### config.mk
export PLATFORM = sky130hd
export DESIGN_NAME = pet_timer
export DESIGN_NICKNAME = d
export VERILOG_FILES = /design/src/pet_pkg.sv /design/src/pet_timer.sv
export SDC_FILE = /design/constraint.sdc
export NUM_CORES = 1
export LEC_CHECK = 0
export BUFFER_PORTS_ARGS = -buffer_cell sky130_fd_sc_hd__buf_2
export CORE_MARGIN = 2
export CORE_UTILIZATION = 40
export DETAILED_ROUTE_END_ITERATION = 8
export GPL_TIMING_DRIVEN = 0
export MAX_ROUTING_LAYER = met4
export PLACE_DENSITY = 0.67
export SLEW_MARGIN = 20
export SYNTH_ARGS = -nofsm -noshare
export SYNTH_HDL_FRONTEND = slang
export SYNTH_SLANG_ARGS = --single-unit
### constraint.sdc
create_clock -name sys_clk -period 6.28 [get_ports sys_clk]
set_input_delay 0.628 -clock sys_clk [delete_from_list [all_inputs] [get_ports sys_clk]]
set_output_delay 0.628 -clock sys_clk [all_outputs]
set_load 0.1 [all_outputs]
### src/pet_pkg.sv
// Constants shared by the prescaled eight-bit timer.
package pet_pkg;
	// Data width of the APB bus.
	localparam int PET_APB_DW = 32;
	// Address width decoded by the slave.
	localparam int PET_APB_AW = 8;
	// Byte offsets of the registers.
	localparam logic [7:0] PET_OFS_OPTION = 8'h00;
	localparam logic [7:0] PET_OFS_COUNT  = 8'h04;
	localparam logic [7:0] PET_OFS_STATUS = 8'h08;
	localparam logic [7:0] PET_OFS_CLEAR  = 8'h0C;
	localparam logic [7:0] PET_OFS_ENABLE = 8'h10;
	// Field positions inside the option register.
	localparam int PET_POS_SRC  = 5;
	localparam int PET_POS_EDGE = 4;
	localparam int PET_POS_PSA  = 3;
	localparam int PET_POS_RATE = 0;
	// Width of the rate code and of the stored option bits.
	localparam int PET_RATE_W = 3;
	localparam int PET_OPT_W  = 6;
	// Bit of the rollover flag in status, clear and enable.
	localparam int PET_POS_ROLL = 0;
	// Reset values.
	localparam logic [5:0] PET_RST_OPTION = 6'h00;
	localparam logic [7:0] PET_RST_COUNT  = 8'h00;
	localparam logic [7:0] PET_RST_PSCNT  = 8'h00;
	localparam logic       PET_RST_ENABLE = 1'h0;
	// Largest count value before wrapping.
	localparam logic [7:0] PET_COUNT_MAX  = 8'hFF;
	// Count source encodings.
	typedef enum logic [0:0] {
		PET_SRC_INSTR = 1'b0,
		PET_SRC_EXT   = 1'b1
	} pet_src_t;
	// Prescaler assignment encodings.
	typedef enum logic [0:0] {
		PET_PSA_TIMER  = 1'b0,
		PET_PSA_BYPASS = 1'b1
	} pet_psa_t;
endpackage

### src/pet_timer.sv
// Eight-bit timer with prescaler, external event input and APB registers.
//
// Decided for this implementation: the register addresses and register access over APB.
`timescale 1ns/1ps
module pet_timer
	import pet_pkg::*;
#(
	parameter int CNT_W = 8
)
(
	// Clock and synchronous reset.
	input  wire logic                  sys_clk,
	input  wire logic                  nrst,
	// APB slave.
	input  wire logic                  psel,
	input  wire logic                  penable,
	input  wire logic                  pwrite,
	input  wire logic [PET_APB_AW-1:0] paddr,
	input  wire logic [PET_APB_DW-1:0] pwdata,
	output logic      [PET_APB_DW-1:0] prdata,
	output logic                       pready,
	output logic                       pslverr,
	// External event pin.
	input  wire logic                  eventIn,
	// Interrupt.
	output logic                       irq
);

	// A mask rather than a compare lets the prescaler run freely, so a change
	// of rate never strands its count above the terminal value.
	// Division mask: the prescaler output fires when the low bits are all one.
	function automatic logic [7:0] rateMask(input logic [PET_RATE_W-1:0] rate);
		logic [8:0] ratio;
		ratio = 9'h002 << rate;
		return 8'(ratio - 9'h001);
	endfunction

	// True when the address names a mapped register.
	function automatic logic isMapped(input logic [PET_APB_AW-1:0] a);
		return (a == PET_OFS_OPTION) || (a == PET_OFS_COUNT) ||
			(a == PET_OFS_STATUS) || (a == PET_OFS_CLEAR) ||
			(a == PET_OFS_ENABLE);
	endfunction

	// Stored option bits 5:0; bits 7:6 are not kept.
	logic [PET_OPT_W-1:0]  option_ff;
	// Timer count value.
	logic [CNT_W-1:0]      count_ff;
	// Hidden prescaler count.
	logic [7:0]            psCnt_ff;
	// Sticky rollover flag and its enable.
	logic                  rollFlag_ff;
	logic                  rollEn_ff;
	// Read data latched in the setup cycle.
	logic [PET_APB_DW-1:0] rdata_ff;
	// Event pin synchroniser and filtered level.
	logic                  evtS1_ff;
	logic                  evtS2_ff;
	logic                  evtS3_ff;
	logic                  evtLvl_ff;
	logic                  evtPrev_ff;

	// Decoded option fields.
	pet_src_t              srcSel;
	logic                  edgeSel;
	pet_psa_t              psAssign;
	logic [PET_RATE_W-1:0] rateCode;
	// Bus strobes.
	logic                  apbSetup;
	logic                  apbAccess;
	logic                  wrStb;
	logic                  wrCount;
	logic                  wrClear;
	// Counting path.
	logic                  extEdge;
	logic                  srcTick;
	logic                  psPulse;
	logic                  incEn;
	logic                  rollEvt;

	// Field extraction from the option register.
	assign srcSel   = pet_src_t'(option_ff[PET_POS_SRC]);
	assign edgeSel  = option_ff[PET_POS_EDGE];
	assign psAssign = pet_psa_t'(option_ff[PET_POS_PSA]);
	assign rateCode = option_ff[PET_POS_RATE +: PET_RATE_W];

	// The slave answers with no wait state; read data is set up a cycle early.
	assign pready    = 1'b1;
	assign apbSetup  = psel && !penable;
	assign apbAccess = psel && penable;
	assign pslverr   = apbAccess && !isMapped(paddr);
	assign wrStb     = apbAccess && pready && pwrite;
	assign wrCount   = wrStb && (paddr == PET_OFS_COUNT);
	assign wrClear   = wrStb && (paddr == PET_OFS_CLEAR);
	assign prdata    = rdata_ff;

	// Three-stage synchroniser on the event pin.
	// The first stage may go metastable, so only the second stage reads it.
	always_ff @(posedge sys_clk)
	begin
		if (!nrst)
		begin
			evtS1_ff <= 1'b0;
			evtS2_ff <= 1'b0;
			evtS3_ff <= 1'b0;
		end
		else
		begin
			evtS1_ff <= eventIn;
			evtS2_ff <= evtS1_ff;
			evtS3_ff <= evtS2_ff;
		end
	end

	// The level only changes once the last two stages agree, which rejects
	// a single-cycle glitch at the cost of one more cycle of latency.
	always_ff @(posedge sys_clk)
	begin
		if (!nrst)
		begin
			evtLvl_ff  <= 1'b0;
			evtPrev_ff <= 1'b0;
		end
		else
		begin
			if (evtS2_ff == evtS3_ff)
			begin
				evtLvl_ff <= evtS2_ff;
			end
			evtPrev_ff <= evtLvl_ff;
		end
	end

	// Edge select: zero counts rising edges, one counts falling edges.
	assign extEdge = edgeSel ? (evtPrev_ff && !evtLvl_ff) : (!evtPrev_ff && evtLvl_ff);

	// Source mux; the edge setting only matters on the external path.
	assign srcTick = (srcSel == PET_SRC_INSTR) ? 1'b1 : extEdge;

	// Prescaler output fires every 2 to 256 source ticks.
	assign psPulse = srcTick && ((psCnt_ff & rateMask(rateCode)) == rateMask(rateCode));

	// Counter advance, through the prescaler or straight from the source.
	assign incEn = (psAssign == PET_PSA_TIMER) ? psPulse : srcTick;

	// A software write wins over a coincident increment, so no rollover then.
	assign rollEvt = incEn && !wrCount && (count_ff == CNT_W'(PET_COUNT_MAX));

	// Prescaler count; not mapped anywhere, cleared by a count write.
	always_ff @(posedge sys_clk)
	begin
		if (!nrst)
		begin
			psCnt_ff <= PET_RST_PSCNT;
		end
		else if (wrCount)
		begin
			psCnt_ff <= PET_RST_PSCNT;
		end
		else if (psAssign == PET_PSA_BYPASS)
		begin
			// Held at zero while bypassed so it restarts cleanly.
			psCnt_ff <= PET_RST_PSCNT;
		end
		else if (srcTick)
		begin
			psCnt_ff <= psCnt_ff + 8'h01;
		end
	end

	// Timer count: loaded by software, else advanced and wrapped.
	always_ff @(posedge sys_clk)
	begin
		if (!nrst)
		begin
			count_ff <= CNT_W'(PET_RST_COUNT);
		end
		else if (wrCount)
		begin
			count_ff <= pwdata[CNT_W-1:0];
		end
		else if (incEn)
		begin
			count_ff <= count_ff + CNT_W'(1);
		end
	end

	// Option register write.
	always_ff @(posedge sys_clk)
	begin
		if (!nrst)
		begin
			option_ff <= PET_RST_OPTION;
		end
		else if (wrStb && (paddr == PET_OFS_OPTION))
		begin
			option_ff <= pwdata[PET_OPT_W-1:0];
		end
	end

	// Rollover flag: a new event in the clearing cycle keeps it set.
	// Software clears it by writing one to the clear register, never the status.
	always_ff @(posedge sys_clk)
	begin
		if (!nrst)
		begin
			rollFlag_ff <= 1'b0;
		end
		else
		begin
			rollFlag_ff <= rollEvt || (rollFlag_ff && !(wrClear && pwdata[PET_POS_ROLL]));
		end
	end

	// Interrupt enable register.
	always_ff @(posedge sys_clk)
	begin
		if (!nrst)
		begin
			rollEn_ff <= PET_RST_ENABLE;
		end
		else if (wrStb && (paddr == PET_OFS_ENABLE))
		begin
			rollEn_ff <= pwdata[PET_POS_ROLL];
		end
	end

	// Level interrupt while an enabled flag is set.
	assign irq = rollFlag_ff && rollEn_ff;

	// Read data is captured in the setup cycle so the access phase
	// can finish at once; the clear register reads as zero.
	always_ff @(posedge sys_clk)
	begin
		if (!nrst)
		begin
			rdata_ff <= '0;
		end
		else if (apbSetup && !pwrite)
		begin
			case (paddr)
				PET_OFS_OPTION: rdata_ff <= {{(PET_APB_DW-PET_OPT_W){1'b0}}, option_ff};
				PET_OFS_COUNT:  rdata_ff <= {{(PET_APB_DW-CNT_W){1'b0}}, count_ff};
				PET_OFS_STATUS: rdata_ff <= {{(PET_APB_DW-1){1'b0}}, rollFlag_ff};
				PET_OFS_ENABLE: rdata_ff <= {{(PET_APB_DW-1){1'b0}}, rollEn_ff};
				default:        rdata_ff <= '0;
			endcase
		end
	end
endmodule

==> flow_summary.yaml <==
die:
  die_h_um: 77.71
  die_width_um: 77.71
  initial_core_util_pct: 42.02
  ioPinCount: 81
  floorplan.die_area_um2: 6039
  fp.coreArea_um2: 5172
  rows: 26
sta:
  min_period_ns: 2.910
  fin_skew_ns: 0.004690
  max_freq_mhz: 343.7
  grt_setup_unrepaired: "false"
  finalCritPeriodShare_pct: 46.34
  hold-worst-slack_ns: 0.4424
  setup_slack_ns: 3.370
  finalSetupViolations: 0
  setup_tns_ns: 0
  finalMaxSlewViolations: 0
  hold_violations: 0
clocking:
  cts.path.max_buffers: 2
  cts_sinks: 37
  cts_setup_buffers: 0
  cts_buffers: 5
  cts_resized: 0
  htree_levels: 2
  cts_tree: "done"
  clockRootBuffer: "clkbuf_8"
  clk_pin_slew_ns: 0.07
  clock_latency_ns: 0.30
  hold_buffers: 0
routing:
  post_drt_wl_per_cell_um: 12.31
  drc: 0
  via_per_inst: 4.879
  postRouteWirelength_um: 4692
  drtPass1Iterations: 4
  antenna_left: 0
  num_vias: 1859
  first_iter_violations: 233
global_route:
  grt_pass1_wl_um: 7748
  grt-ovfl-total: 0
  grt_start_max_net_pins: 13
  grt.total_usage_pct: 16.82
  grt_pass1_vias: 1619
  antenna_found_initial: 0
final_layout:
  drive_gt1_share_pct: 26.69
  diodes: 0
  nNetsFinal: 359
  synthToLayoutAreaGrowth_pct: 20.44
  finalNonFillerCells: 381
synth:
  ys_async_sr_fraction_pct: 0
  yosys_warnings: 0
  ys_seq_area_share_pct: 34.08
  syn_inst: 250
  synth_area_um2: 2173
  synth-seq-cells: 37
  synth.distinct_cells: 51
  synth_area_leader_cell: "dfxtp_1"
  yosysMostFrequentCell: "dfxtp_1"
  synth_flop_cell: "dfxtp_1"
  synth_edf_count: 0
  synthTopCellsByCount: "dfxtp_1, buf_4, nor2b_1"
  avgSynthCellArea_um2: 8.693
  synth_top_area_share_pct: 34.08
  ys_top_cells_by_area: "dfxtp_1, buf_4, nor2b_1"
placed_design:
  post-place-cells: 373
  dp_hpwl_um: 3490
  port_buffers: 30
  dp_slack_ns: 3.362
  gp_congestion: 0.8270
power_and_ir_drop:
  ir_drop_mv: 0.1288
  p_leak_nw: 1.033
  power.total_mw: 0.5741
  p_per_area_nw_per_um2: 219.3
critical_path:
  path_class: "in2out"
  start_kind: "input port"
  path_max_fanout: 5
  cp.arrival_ns: 2.28
  required_ns: 5.65
  regToRegSetupSlack_ns: 3.78
  end_kind: "output port"
run:
  max-cap-violations: 0
run_status:
  status: "finished, final reports clean"
worst_hold_path:
  holdCritPathClass: "reg2reg"
==> cell type report <==
cell class / count / area (um^2)
fillers: 521 / 2555
clock inverters: 2 / 37.54
plain buffers: 37 / 251.5
clock buffers: 6 / 82.58
multi-input cells: 193 / 1245
well taps: 70 / 87.58
inverters: 6 / 22.52
repair buffers: 30 / 150.1
flip-flops and latches: 37 / 740.7
==> metrics by stage <==
step	cell area (um^2)	util, %
2_1_floorplan	2260	-
3_3_place_gp	2497	48.28
3_5_place_dp	2497	48.28
4_1_cts	2618	50.60
5_1_grt	2618	50.60
6_report	2618	50.60
==> sequential cells by signal (all words and copies together) (netlist names) <==
signal,cells
count_ff,8
prdata,8
psCnt_ff,8
option_ff,6
evtLvl_ff,1
evtPrev_ff,1
evtS1_ff,1
evtS2_ff,1
evtS3_ff,1
rollEn_ff,1
rollFlag_ff,1
==> layer usage <==
metal | vias up | routed length [um] | global-route usage (%)
li1 | 968 | - | -
met1 | 831 | 2258 | 22.37
met2 | 54 | 2057 | 24.83
met3 | 6 | 309 | 4.535
met4 | 0 | 66 | 5.357
met5 | - | 0 | -
==> worst max-delay path: stages <==
cell and delay (ns):
buf_2 0.10, or4_4 0.52, or2_2 0.34, o311ai_0 0.34
nor2_1 0.06, buf_2 0.29
==> logic make-up after synthesis <==
logic type,share of synthesized area [%]
xor+xnor,2.821
other cells,0.3456
buf+inv,12.61
compound gates,15.03
mux,6.736
fa+ha+maj,1.727
simple gates,26.66
flops,34.08
==> layout by cell type, fill, tap and decap left out, types with 8 or more instances in the layout <==
| master | instances |
|---|---|
| nor2_1 | 17 |
| dfxtp_1 | 37 |
| and2_1 | 8 |
| nor2b_1 | 18 |
| o21ai_0 | 9 |
| buf_4 | 25 |
| conb_1 | 25 |
| mux2i_1 | 9 |
| nand2_1 | 9 |
| buf_2 | 33 |
==> power breakdown <==
group	switching [mW]	internal [mW]	total (mW)
Clock	0.0882	0.129	0.217
Sequential	0.00474	0.238	0.243
Combinational	0.0881	0.0259	0.114
Total	0.181	0.393	0.574
==> final timing paths <==
| path | start | to | cells past startpoint |
|---|---|---|---|
| worst max register to register | option_ff[1] | rollFlag_ff | 8 |
| worst min register to register | evtS1_ff | evtS2_ff | 1 |
| worst max-delay path | paddr[7] | pslverr | 6 |
| worst min-delay path | evtS1_ff | evtS2_ff | 1 |
No activity file was read; power rests on OpenSTA's default activity.
